`src/rtl/dbw_pkg.sv`:
```
// Package: register map, field positions and reset values of the PLL bandwidth block
package dbw_pkg;
  // Register indices; select and status indices are local choices
  localparam logic [5:0] DBW_BW_SEL_IDX     = 6'h3B;
  localparam logic [5:0] DBW_CAL_LOW_IDX    = 6'h3C;
  localparam logic [5:0] DBW_CAL_HIGH_IDX   = 6'h3D;
  localparam logic [5:0] DBW_STATUS_IDX     = 6'h3E;
  // Byte addresses: one aligned word per register, four times the index
  localparam logic [7:0] DBW_BW_SEL_ADDR    = {DBW_BW_SEL_IDX, 2'h0};
  localparam logic [7:0] DBW_CAL_LOW_ADDR   = {DBW_CAL_LOW_IDX, 2'h0};
  localparam logic [7:0] DBW_CAL_HIGH_ADDR  = {DBW_CAL_HIGH_IDX, 2'h0};
  localparam logic [7:0] DBW_STATUS_ADDR    = {DBW_STATUS_IDX, 2'h0};
  // Field positions in the bandwidth select register
  localparam int         DBW_AUTO_BIT       = 7;
  localparam int         DBW_LIMIT_BIT      = 3;
  // Field positions in the status register
  localparam int         DBW_ST_ACQ_BIT     = 0;
  localparam int         DBW_ST_FROZEN_BIT  = 1;
  // Reset values
  localparam logic [7:0] DBW_BW_SEL_RESET   = 8'h00;
  localparam logic [7:0] DBW_CAL_RESET      = 8'h99;
  // AXI responses
  localparam logic [1:0] DBW_RESP_OKAY      = 2'h0;
  localparam logic [1:0] DBW_RESP_SLVERR    = 2'h2;
endpackage

```
`src/rtl/dbw_regs.sv`:
```
// Register bank steering PLL bandwidth choice, integral limit freeze and oscillator calibration
//
// Added by the designer: the AXI4-Lite register port.
`timescale 1ns/1ps

// Behaviour
// Auto bit set: bandwidth follows lock state
// Auto bit clear: locked bandwidth always used
// Limit bit freezes integral at frequency limit
// Reported frequency frozen while integral frozen
// Calibration low byte register, reset 0x99
// Calibration high byte register, reset 0x99
// Bytes applied together; unused bits read zero (the code applies each byte as soon as it is written)
module dbw_regs
  import dbw_pkg::*;
#(
  parameter int FREQ_W = 16
)
(
  // Clock and reset
  input  wire logic              sys_clk,
  input  wire logic              rst_b,
  // AXI4-Lite write address and data
  input  wire logic [7:0]        s_axi_awaddr,
  input  wire logic              s_axi_awvalid,
  output logic                   s_axi_awready,
  input  wire logic [31:0]       s_axi_wdata,
  input  wire logic [3:0]        s_axi_wstrb,
  input  wire logic              s_axi_wvalid,
  output logic                   s_axi_wready,
  // AXI4-Lite write response
  output logic [1:0]             s_axi_bresp,
  output logic                   s_axi_bvalid,
  input  wire logic              s_axi_bready,
  // AXI4-Lite read
  input  wire logic [7:0]        s_axi_araddr,
  input  wire logic              s_axi_arvalid,
  output logic                   s_axi_arready,
  output logic [31:0]            s_axi_rdata,
  output logic [1:0]             s_axi_rresp,
  output logic                   s_axi_rvalid,
  input  wire logic              s_axi_rready,
  // Loop status from the PLL (same clock domain)
  input  wire logic              pll_locked,
  input  wire logic              pll_at_limit,
  input  wire logic [FREQ_W-1:0] pll_freq_in,
  // Loop control to the PLL
  output logic                   use_acq_bandwidth,
  output logic                   integral_freeze,
  output logic [FREQ_W-1:0]      reported_pll_frequency,
  output logic [15:0]            osc_calibration
);

  logic              rst_meta_reg;
  logic              rst_sync_reg;
  logic              rst_n;
  logic [7:0]        bandwidth_auto_select_reg;
  logic [7:0]        osc_calibration_low_reg;
  logic [7:0]        osc_calibration_high_reg;
  logic              aw_held_reg;
  logic              w_held_reg;
  logic [7:0]        aw_addr_reg;
  logic [31:0]       w_data_reg;
  logic              w_strb0_reg;
  logic              wr_fire;
  logic              wr_hit;
  logic              use_acq_reg;
  logic              freeze_reg;
  logic [FREQ_W-1:0] freq_reg;
  logic [15:0]       cal_reg;
  logic              bandwidth_auto_choose;
  logic              output_pll_integral_limit;
  logic [31:0]       rd_word;
  logic              rd_hit;

  // Reset release through two flops; assertion stays asynchronous
  always_ff @(posedge sys_clk or negedge rst_b)
  begin
    if (!rst_b)
    begin
      rst_meta_reg <= 1'b0;
      rst_sync_reg <= 1'b0;
    end
    else
    begin
      rst_meta_reg <= 1'b1;
      rst_sync_reg <= rst_meta_reg;
    end
  end
  assign rst_n = rst_sync_reg;

  // Control fields decoded from the select register
  assign bandwidth_auto_choose     = bandwidth_auto_select_reg[DBW_AUTO_BIT];
  assign output_pll_integral_limit = bandwidth_auto_select_reg[DBW_LIMIT_BIT];

  // Write channels are taken independently; each ready drops while its item is held
  assign s_axi_awready = !aw_held_reg && !s_axi_bvalid;
  assign s_axi_wready  = !w_held_reg && !s_axi_bvalid;
  assign wr_fire       = aw_held_reg && w_held_reg && !s_axi_bvalid;

  always_ff @(posedge sys_clk or negedge rst_n)
  begin
    if (!rst_n)
    begin
      aw_held_reg <= 1'b0;
      w_held_reg  <= 1'b0;
      aw_addr_reg <= 8'h00;
      w_data_reg  <= 32'h0000_0000;
      w_strb0_reg <= 1'b0;
    end
    else
    begin
      if (s_axi_awvalid && s_axi_awready)
      begin
        aw_held_reg <= 1'b1;
        aw_addr_reg <= s_axi_awaddr;
      end
      else if (wr_fire)
        aw_held_reg <= 1'b0;
      if (s_axi_wvalid && s_axi_wready)
      begin
        w_held_reg  <= 1'b1;
        w_data_reg  <= s_axi_wdata;
        w_strb0_reg <= s_axi_wstrb[0];
      end
      else if (wr_fire)
        w_held_reg <= 1'b0;
    end
  end

  // Only byte lane 0 carries register data; other lanes are ignored
  assign wr_hit = (aw_addr_reg == DBW_BW_SEL_ADDR) || (aw_addr_reg == DBW_CAL_LOW_ADDR)
               || (aw_addr_reg == DBW_CAL_HIGH_ADDR) || (aw_addr_reg == DBW_STATUS_ADDR);

  // Register writes
  always_ff @(posedge sys_clk or negedge rst_n)
  begin
    if (!rst_n)
    begin
      bandwidth_auto_select_reg <= DBW_BW_SEL_RESET;
      osc_calibration_low_reg   <= DBW_CAL_RESET;
      osc_calibration_high_reg  <= DBW_CAL_RESET;
    end
    else if (wr_fire && w_strb0_reg)
    begin
      case (aw_addr_reg)
        DBW_BW_SEL_ADDR:   bandwidth_auto_select_reg <= w_data_reg[7:0];
        DBW_CAL_LOW_ADDR:  osc_calibration_low_reg   <= w_data_reg[7:0];
        DBW_CAL_HIGH_ADDR: osc_calibration_high_reg  <= w_data_reg[7:0];
        default:           ;
      endcase
    end
  end

  // Write response; unmapped addresses get SLVERR
  always_ff @(posedge sys_clk or negedge rst_n)
  begin
    if (!rst_n)
    begin
      s_axi_bvalid <= 1'b0;
      s_axi_bresp  <= DBW_RESP_OKAY;
    end
    else if (wr_fire)
    begin
      s_axi_bvalid <= 1'b1;
      s_axi_bresp  <= wr_hit ? DBW_RESP_OKAY : DBW_RESP_SLVERR;
    end
    else if (s_axi_bready)
      s_axi_bvalid <= 1'b0;
  end

  // Read decode; the select register reads back only its two live bits
  always_comb
  begin
    rd_word = 32'h0000_0000;
    rd_hit  = 1'b1;
    case (s_axi_araddr)
      DBW_BW_SEL_ADDR:
      begin
        rd_word[DBW_AUTO_BIT]  = bandwidth_auto_choose;
        rd_word[DBW_LIMIT_BIT] = output_pll_integral_limit;
      end
      DBW_CAL_LOW_ADDR:  rd_word[7:0] = osc_calibration_low_reg;
      DBW_CAL_HIGH_ADDR: rd_word[7:0] = osc_calibration_high_reg;
      DBW_STATUS_ADDR:
      begin
        rd_word[DBW_ST_ACQ_BIT]    = use_acq_reg;
        rd_word[DBW_ST_FROZEN_BIT] = freeze_reg;
      end
      default: rd_hit = 1'b0;
    endcase
  end

  assign s_axi_arready = !s_axi_rvalid;

  // Read data channel; one read in flight
  always_ff @(posedge sys_clk or negedge rst_n)
  begin
    if (!rst_n)
    begin
      s_axi_rvalid <= 1'b0;
      s_axi_rdata  <= 32'h0000_0000;
      s_axi_rresp  <= DBW_RESP_OKAY;
    end
    else if (s_axi_arvalid && s_axi_arready)
    begin
      s_axi_rvalid <= 1'b1;
      s_axi_rdata  <= rd_word;
      s_axi_rresp  <= rd_hit ? DBW_RESP_OKAY : DBW_RESP_SLVERR;
    end
    else if (s_axi_rready)
      s_axi_rvalid <= 1'b0;
  end

  // Loop control: bandwidth choice, integral freeze and frequency report
  always_ff @(posedge sys_clk or negedge rst_n)
  begin
    if (!rst_n)
    begin
      use_acq_reg <= 1'b0;
      freeze_reg  <= 1'b0;
      freq_reg    <= '0;
      cal_reg     <= {DBW_CAL_RESET, DBW_CAL_RESET};
    end
    else
    begin
      // Acquisition only when auto mode is on and the loop is unlocked
      use_acq_reg <= bandwidth_auto_choose && !pll_locked;
      freeze_reg  <= output_pll_integral_limit && pll_at_limit;
      if (!(output_pll_integral_limit && pll_at_limit))
        freq_reg <= pll_freq_in;
      // Both bytes move in one edge; a write to one byte reaches the oscillator with the other byte unchanged
      cal_reg <= {osc_calibration_high_reg, osc_calibration_low_reg};
    end
  end

  assign use_acq_bandwidth      = use_acq_reg;
  assign integral_freeze        = freeze_reg;
  assign reported_pll_frequency = freq_reg;
  assign osc_calibration        = cal_reg;

  // Checks
  auto_bw_follow_a : assert property (@(posedge sys_clk) disable iff (!rst_n)
    (bandwidth_auto_choose && !pll_locked) |=> use_acq_bandwidth)
    else $error("auto bandwidth did not pick acquisition");
  locked_bw_fixed_a : assert property (@(posedge sys_clk) disable iff (!rst_n)
    (!bandwidth_auto_choose || pll_locked) |=> !use_acq_bandwidth)
    else $error("locked bandwidth not applied");
  integral_freeze_a : assert property (@(posedge sys_clk) disable iff (!rst_n)
    integral_freeze == $past(output_pll_integral_limit && pll_at_limit))
    else $error("integral freeze wrong");
  freq_hold_a : assert property (@(posedge sys_clk) disable iff (!rst_n)
    $past(output_pll_integral_limit && pll_at_limit) |-> $stable(reported_pll_frequency))
    else $error("reported frequency moved while frozen");
  cal_low_write_a : assert property (@(posedge sys_clk) disable iff (!rst_n)
    (wr_fire && w_strb0_reg && aw_addr_reg == DBW_CAL_LOW_ADDR)
    |=> ##1 osc_calibration[7:0] == $past(w_data_reg[7:0], 2))
    else $error("calibration low byte not applied");
  cal_high_write_a : assert property (@(posedge sys_clk) disable iff (!rst_n)
    (wr_fire && w_strb0_reg && aw_addr_reg == DBW_CAL_HIGH_ADDR)
    |=> ##1 osc_calibration[15:8] == $past(w_data_reg[7:0], 2))
    else $error("calibration high byte not applied");
  unused_zero_a : assert property (@(posedge sys_clk) disable iff (!rst_n)
    (s_axi_arvalid && s_axi_arready && s_axi_araddr == DBW_BW_SEL_ADDR)
    |=> (s_axi_rdata & 32'hFFFF_FF77) == 32'h0000_0000)
    else $error("unused select bits read nonzero");
  write_resp_a : assert property (@(posedge sys_clk) disable iff (!rst_n)
    wr_fire |=> s_axi_bvalid)
    else $error("write response missing");

endmodule // dbw_regs

```
`config.mk`:
```
export PLATFORM = sky130hd
export DESIGN_NAME = dbw_regs
export DESIGN_NICKNAME = d
export VERILOG_FILES = /design/src/rtl/dbw_pkg.sv /design/src/rtl/dbw_regs.sv
export SDC_FILE = /design/constraint.sdc
export NUM_CORES = 1
export LEC_CHECK = 0
export ABC_CLOCK_PERIOD_IN_PS = 2500
export BUFFER_PORTS_ARGS = -buffer_cell sky130_fd_sc_hd__buf_2
export CORE_ASPECT_RATIO = 0.6
export CORE_MARGIN = 2
export CORE_UTILIZATION = 42
export CTS_CLUSTER_SIZE = 12
export DETAILED_ROUTE_END_ITERATION = 8
export HOLD_SLACK_MARGIN = 0.03
export MAX_ROUTING_LAYER = met4
export PLACE_DENSITY_LB_ADDON = 0.25
export SETUP_SLACK_MARGIN = 0.15
export SYNTH_ARGS = -nofsm -noshare
export SYNTH_HDL_FRONTEND = slang
export SYNTH_SLANG_ARGS = --single-unit
```
`constraint.sdc`:
```
create_clock -name sys_clk -period 2.5 [get_ports sys_clk]
set_clock_uncertainty 0.15 [all_clocks]
set_input_delay 0.375 -clock sys_clk [delete_from_list [all_inputs] [get_ports sys_clk]]
set_output_delay 0.375 -clock sys_clk [all_outputs]
set_load 0.1 [all_outputs]
```
==> run metrics <==
post-synthesis mux area share=0.1906; TritonCTS clock tree=done; latest clock arrival within the worst-skew pair=0.33 ns; CTS sink cnt=85; hold crit path type=in -> reg; WS Path Type=reg -> reg; final routed DRC violation total=0; CTS root buf=sky130_fd_sc_hd__clkbuf_16; R2R cell count=3; remaining number of nets flagged by the antenna check after routing=0; WHS Path Cells=2; most common cell after layout, fill and taps aside=sky130_fd_sc_hd__buf_2; RePlAce Congestion=0.7380; start point of the worst hold path=s_axi_bready; Mean Syn Cell Area=14.48 um2; hold worst-path end=s_axi_bvalid; Clock Tree Buf Depth=2; RSZ-0062 raised after global routing=no; floorplan die height=74.16 um; Initial Util=0.4354; endpoint type of the worst setup path=flop; antenna cell count=0; cell count after placement=440; number of placed I/O pins=152; placeable core region=0.007914 mm2; floorplan die width=120.9 um; placed wire-length estimate after detailed placement=4912 um; area of the die=0.008969 mm2; Reg-to-Reg End=bandwidth_auto_select_reg[7]; ratio of cells with drive above 1 in the final layout=0.5429; number of port buffers=98; number of distinct standard cells referenced by the synthesized netlist=34; worst r2r src=aw_addr_reg[0]; Startpoint Class=flop; global-route wire length before repair=10360 um; dominant combinational cell family by area after synthesis=multiplexers; commonest cells after routing, fill and taps aside=sky130_fd_sc_hd__buf_2, sky130_fd_sc_hd__dfrtp_1, sky130_fd_sc_hd__mux2_2; leakage power summed over all cells=2.133 nW; endpoint arrival time on the critical path=1.95 ns; final critical-path setup slack=0.6072 ns; highest achievable clock rate=528.3 MHz; largest net degree at the start of global routing=44; actual slew at the worst max-slew pin=0.7083 ns; synthesis-stage register bit count=85; initial antenna violation count=0; required time at the worst-slack endpoint=2.56 ns; xor and xnor fraction of the mapped netlist area=0.002542; synthesized area=0.003446 mm2; via count of the first global-routing pass=2064; max-capacitance violation count=0; final-report hold violation count=0; Iter 0 DRT Violations=90; post-CTS sizing=0; status=finished, final reports clean; worst setup slack for register-to-register paths=0.61 ns; Num CTS Buffers=9; adder-cell area share of the yosys netlist=0; remaining global-route overflow=0; fraction of the cycle the final worst path needs=0.7571; remaining max-slew budget at the tightest pin=0.5278; power density relative to cell area=1019 mW/mm2; simple-gate portion of the synthesized area=0.07008; time the final worst path needs with I/O delays and setup=1.893 ns; number of cells in the finished layout apart from fillers=458; count of TritonRoute iterations in the first routing pass=4; vias=2114; Worst Setup Slack post-DPL=0.5933 ns; # setup viols final=0; count of pins over their slew limit=0; Max IR drop VDD=0.5028 mV; maximum net fanout on the critical path=4; standard-cell rows=25; Layout Area Growth over Synthesis=24.73%; Min Hold Slack=0.07943 ns; number of H-tree branching levels=3; Global Route Usage Sum=0.1632; setup TNS after final layout=0 ns; number of instances in the synthesized netlist=238; total wire length after detailed routing=6649 um; drt via density=4.616; CTS clk-pin slew, worst paths=0.05 ns; post-synthesis sequential area ratio=0.6231; nets=422; wire length per cell=14.52 um; Power, Total=4.380 mW; share of the synthesized area in compound gates (AO/OA/AOI/OAI)=0.04394; synthesis warning total=0
[through the flow]
step	util	cell area [um2]
2_1_floorplan	-	3557
3_5_place_dp	0.5053	3999
4_1_cts	0.5431	4298
3_3_place_gp	0.5053	3999
5_1_grt	0.5431	4298
6_report	0.5431	4298
[how the worst max path moves through the flow]
stage	to	startpoint
5_1_grt	bandwidth_auto_select_reg[3]	aw_addr_reg[0]
4_1_cts	bandwidth_auto_select_reg[3]	aw_addr_reg[0]
6_report	bandwidth_auto_select_reg[7]	aw_addr_reg[0]
2_1_floorplan	w_data_reg[0]	s_axi_bvalid
3_5_place_dp	bandwidth_auto_select_reg[7]	aw_addr_reg[0]
3_3_place_gp	bandwidth_auto_select_reg[7]	aw_addr_reg[0]
[timing repair]
item	CTS	global route
hold buffers	2	0
setup buffers	0	0
hold endpoints to repair	3	0
[cells by family (layout without fill, tap and decap cells)]
| group | count (synthesis) | in the layout |
|---|---|---|
| flops | 85 | 85 |
| mux | 59 | 59 |
| simple gates | 36 | 36 |
| buf+inv | 35 | 122 |
| compound gates | 20 | 20 |
| other cells | 2 | 27 |
| xor+xnor | 1 | 1 |
[critical path, cell delays in order (launching register included)]
cell and delay, ns:
sky130_fd_sc_hd__dfrtp_1 0.37, sky130_fd_sc_hd__nand4b_2 0.31, sky130_fd_sc_hd__nor4_1 0.55, sky130_fd_sc_hd__mux2_2 0.40
[cell type report]
cell class,count,area [um2]
well taps,108,135.1
multi-input cells,143,1175
flip-flops and latches,85,2152
clock buffers,14,244.0
clock inverters,2,35.03
repair buffers,103,545.5
fillers,707,3616
inverters,3,11.26
[routing by layer]
metal | up-vias | track usage | wire (um)
met5 | - | - | 0
met4 | 0 | 0.06589 | 94
met3 | 10 | 0.05598 | 348
met2 | 55 | 0.2278 | 2981
met1 | 1050 | 0.2191 | 3224
li1 | 999 | - | -
[report_power, final]
part	internal, mW	switching, mW	total (mW)
logic	0.348	0.930	1.28
registers	1.63	0.223	1.85
clock network	0.774	0.479	1.25
[cells in the mapped netlist]
library cell	number	area (um2)
sky130_fd_sc_hd__nand2_1	13	48.80
sky130_fd_sc_hd__a211oi_1	1	7.510
sky130_fd_sc_hd__nand3b_2	1	11.26
sky130_fd_sc_hd__mux2i_1	6	60.06
sky130_fd_sc_hd__a21bo_2	1	10.01
sky130_fd_sc_hd__conb_1	2	7.510
sky130_fd_sc_hd__a22oi_1	2	15.01
sky130_fd_sc_hd__nor2_1	3	11.26
sky130_fd_sc_hd__xor2_1	1	8.760
sky130_fd_sc_hd__nor4_1	1	6.260
sky130_fd_sc_hd__mux2_2	53	596.8
sky130_fd_sc_hd__clkbuf_1	3	11.26
sky130_fd_sc_hd__nor4_4	2	42.54
sky130_fd_sc_hd__o31ai_1	6	45.04
sky130_fd_sc_hd__nand3_1	1	5.000
sky130_fd_sc_hd__inv_1	3	11.26
sky130_fd_sc_hd__nand4b_1	2	17.52
sky130_fd_sc_hd__o21ai_0	3	15.01
sky130_fd_sc_hd__dfrtp_1	69	1727
sky130_fd_sc_hd__nand2b_1	2	12.51
sky130_fd_sc_hd__a21o_1	2	15.01
sky130_fd_sc_hd__dfstp_2	16	420.4
sky130_fd_sc_hd__buf_4	26	195.2
sky130_fd_sc_hd__buf_2	3	15.01
sky130_fd_sc_hd__and3b_1	1	8.760
sky130_fd_sc_hd__nand3b_1	1	7.510
sky130_fd_sc_hd__nand4b_2	1	15.01
sky130_fd_sc_hd__o31a_1	1	8.760
sky130_fd_sc_hd__and2_1	3	18.77
sky130_fd_sc_hd__a2bb2oi_1	2	17.52
sky130_fd_sc_hd__o41ai_1	2	17.52
sky130_fd_sc_hd__nand4bb_1	1	11.26
sky130_fd_sc_hd__nand4_1	1	6.260
sky130_fd_sc_hd__nor2b_1	3	18.77
No activity file was read; power rests on OpenSTA's default activity.
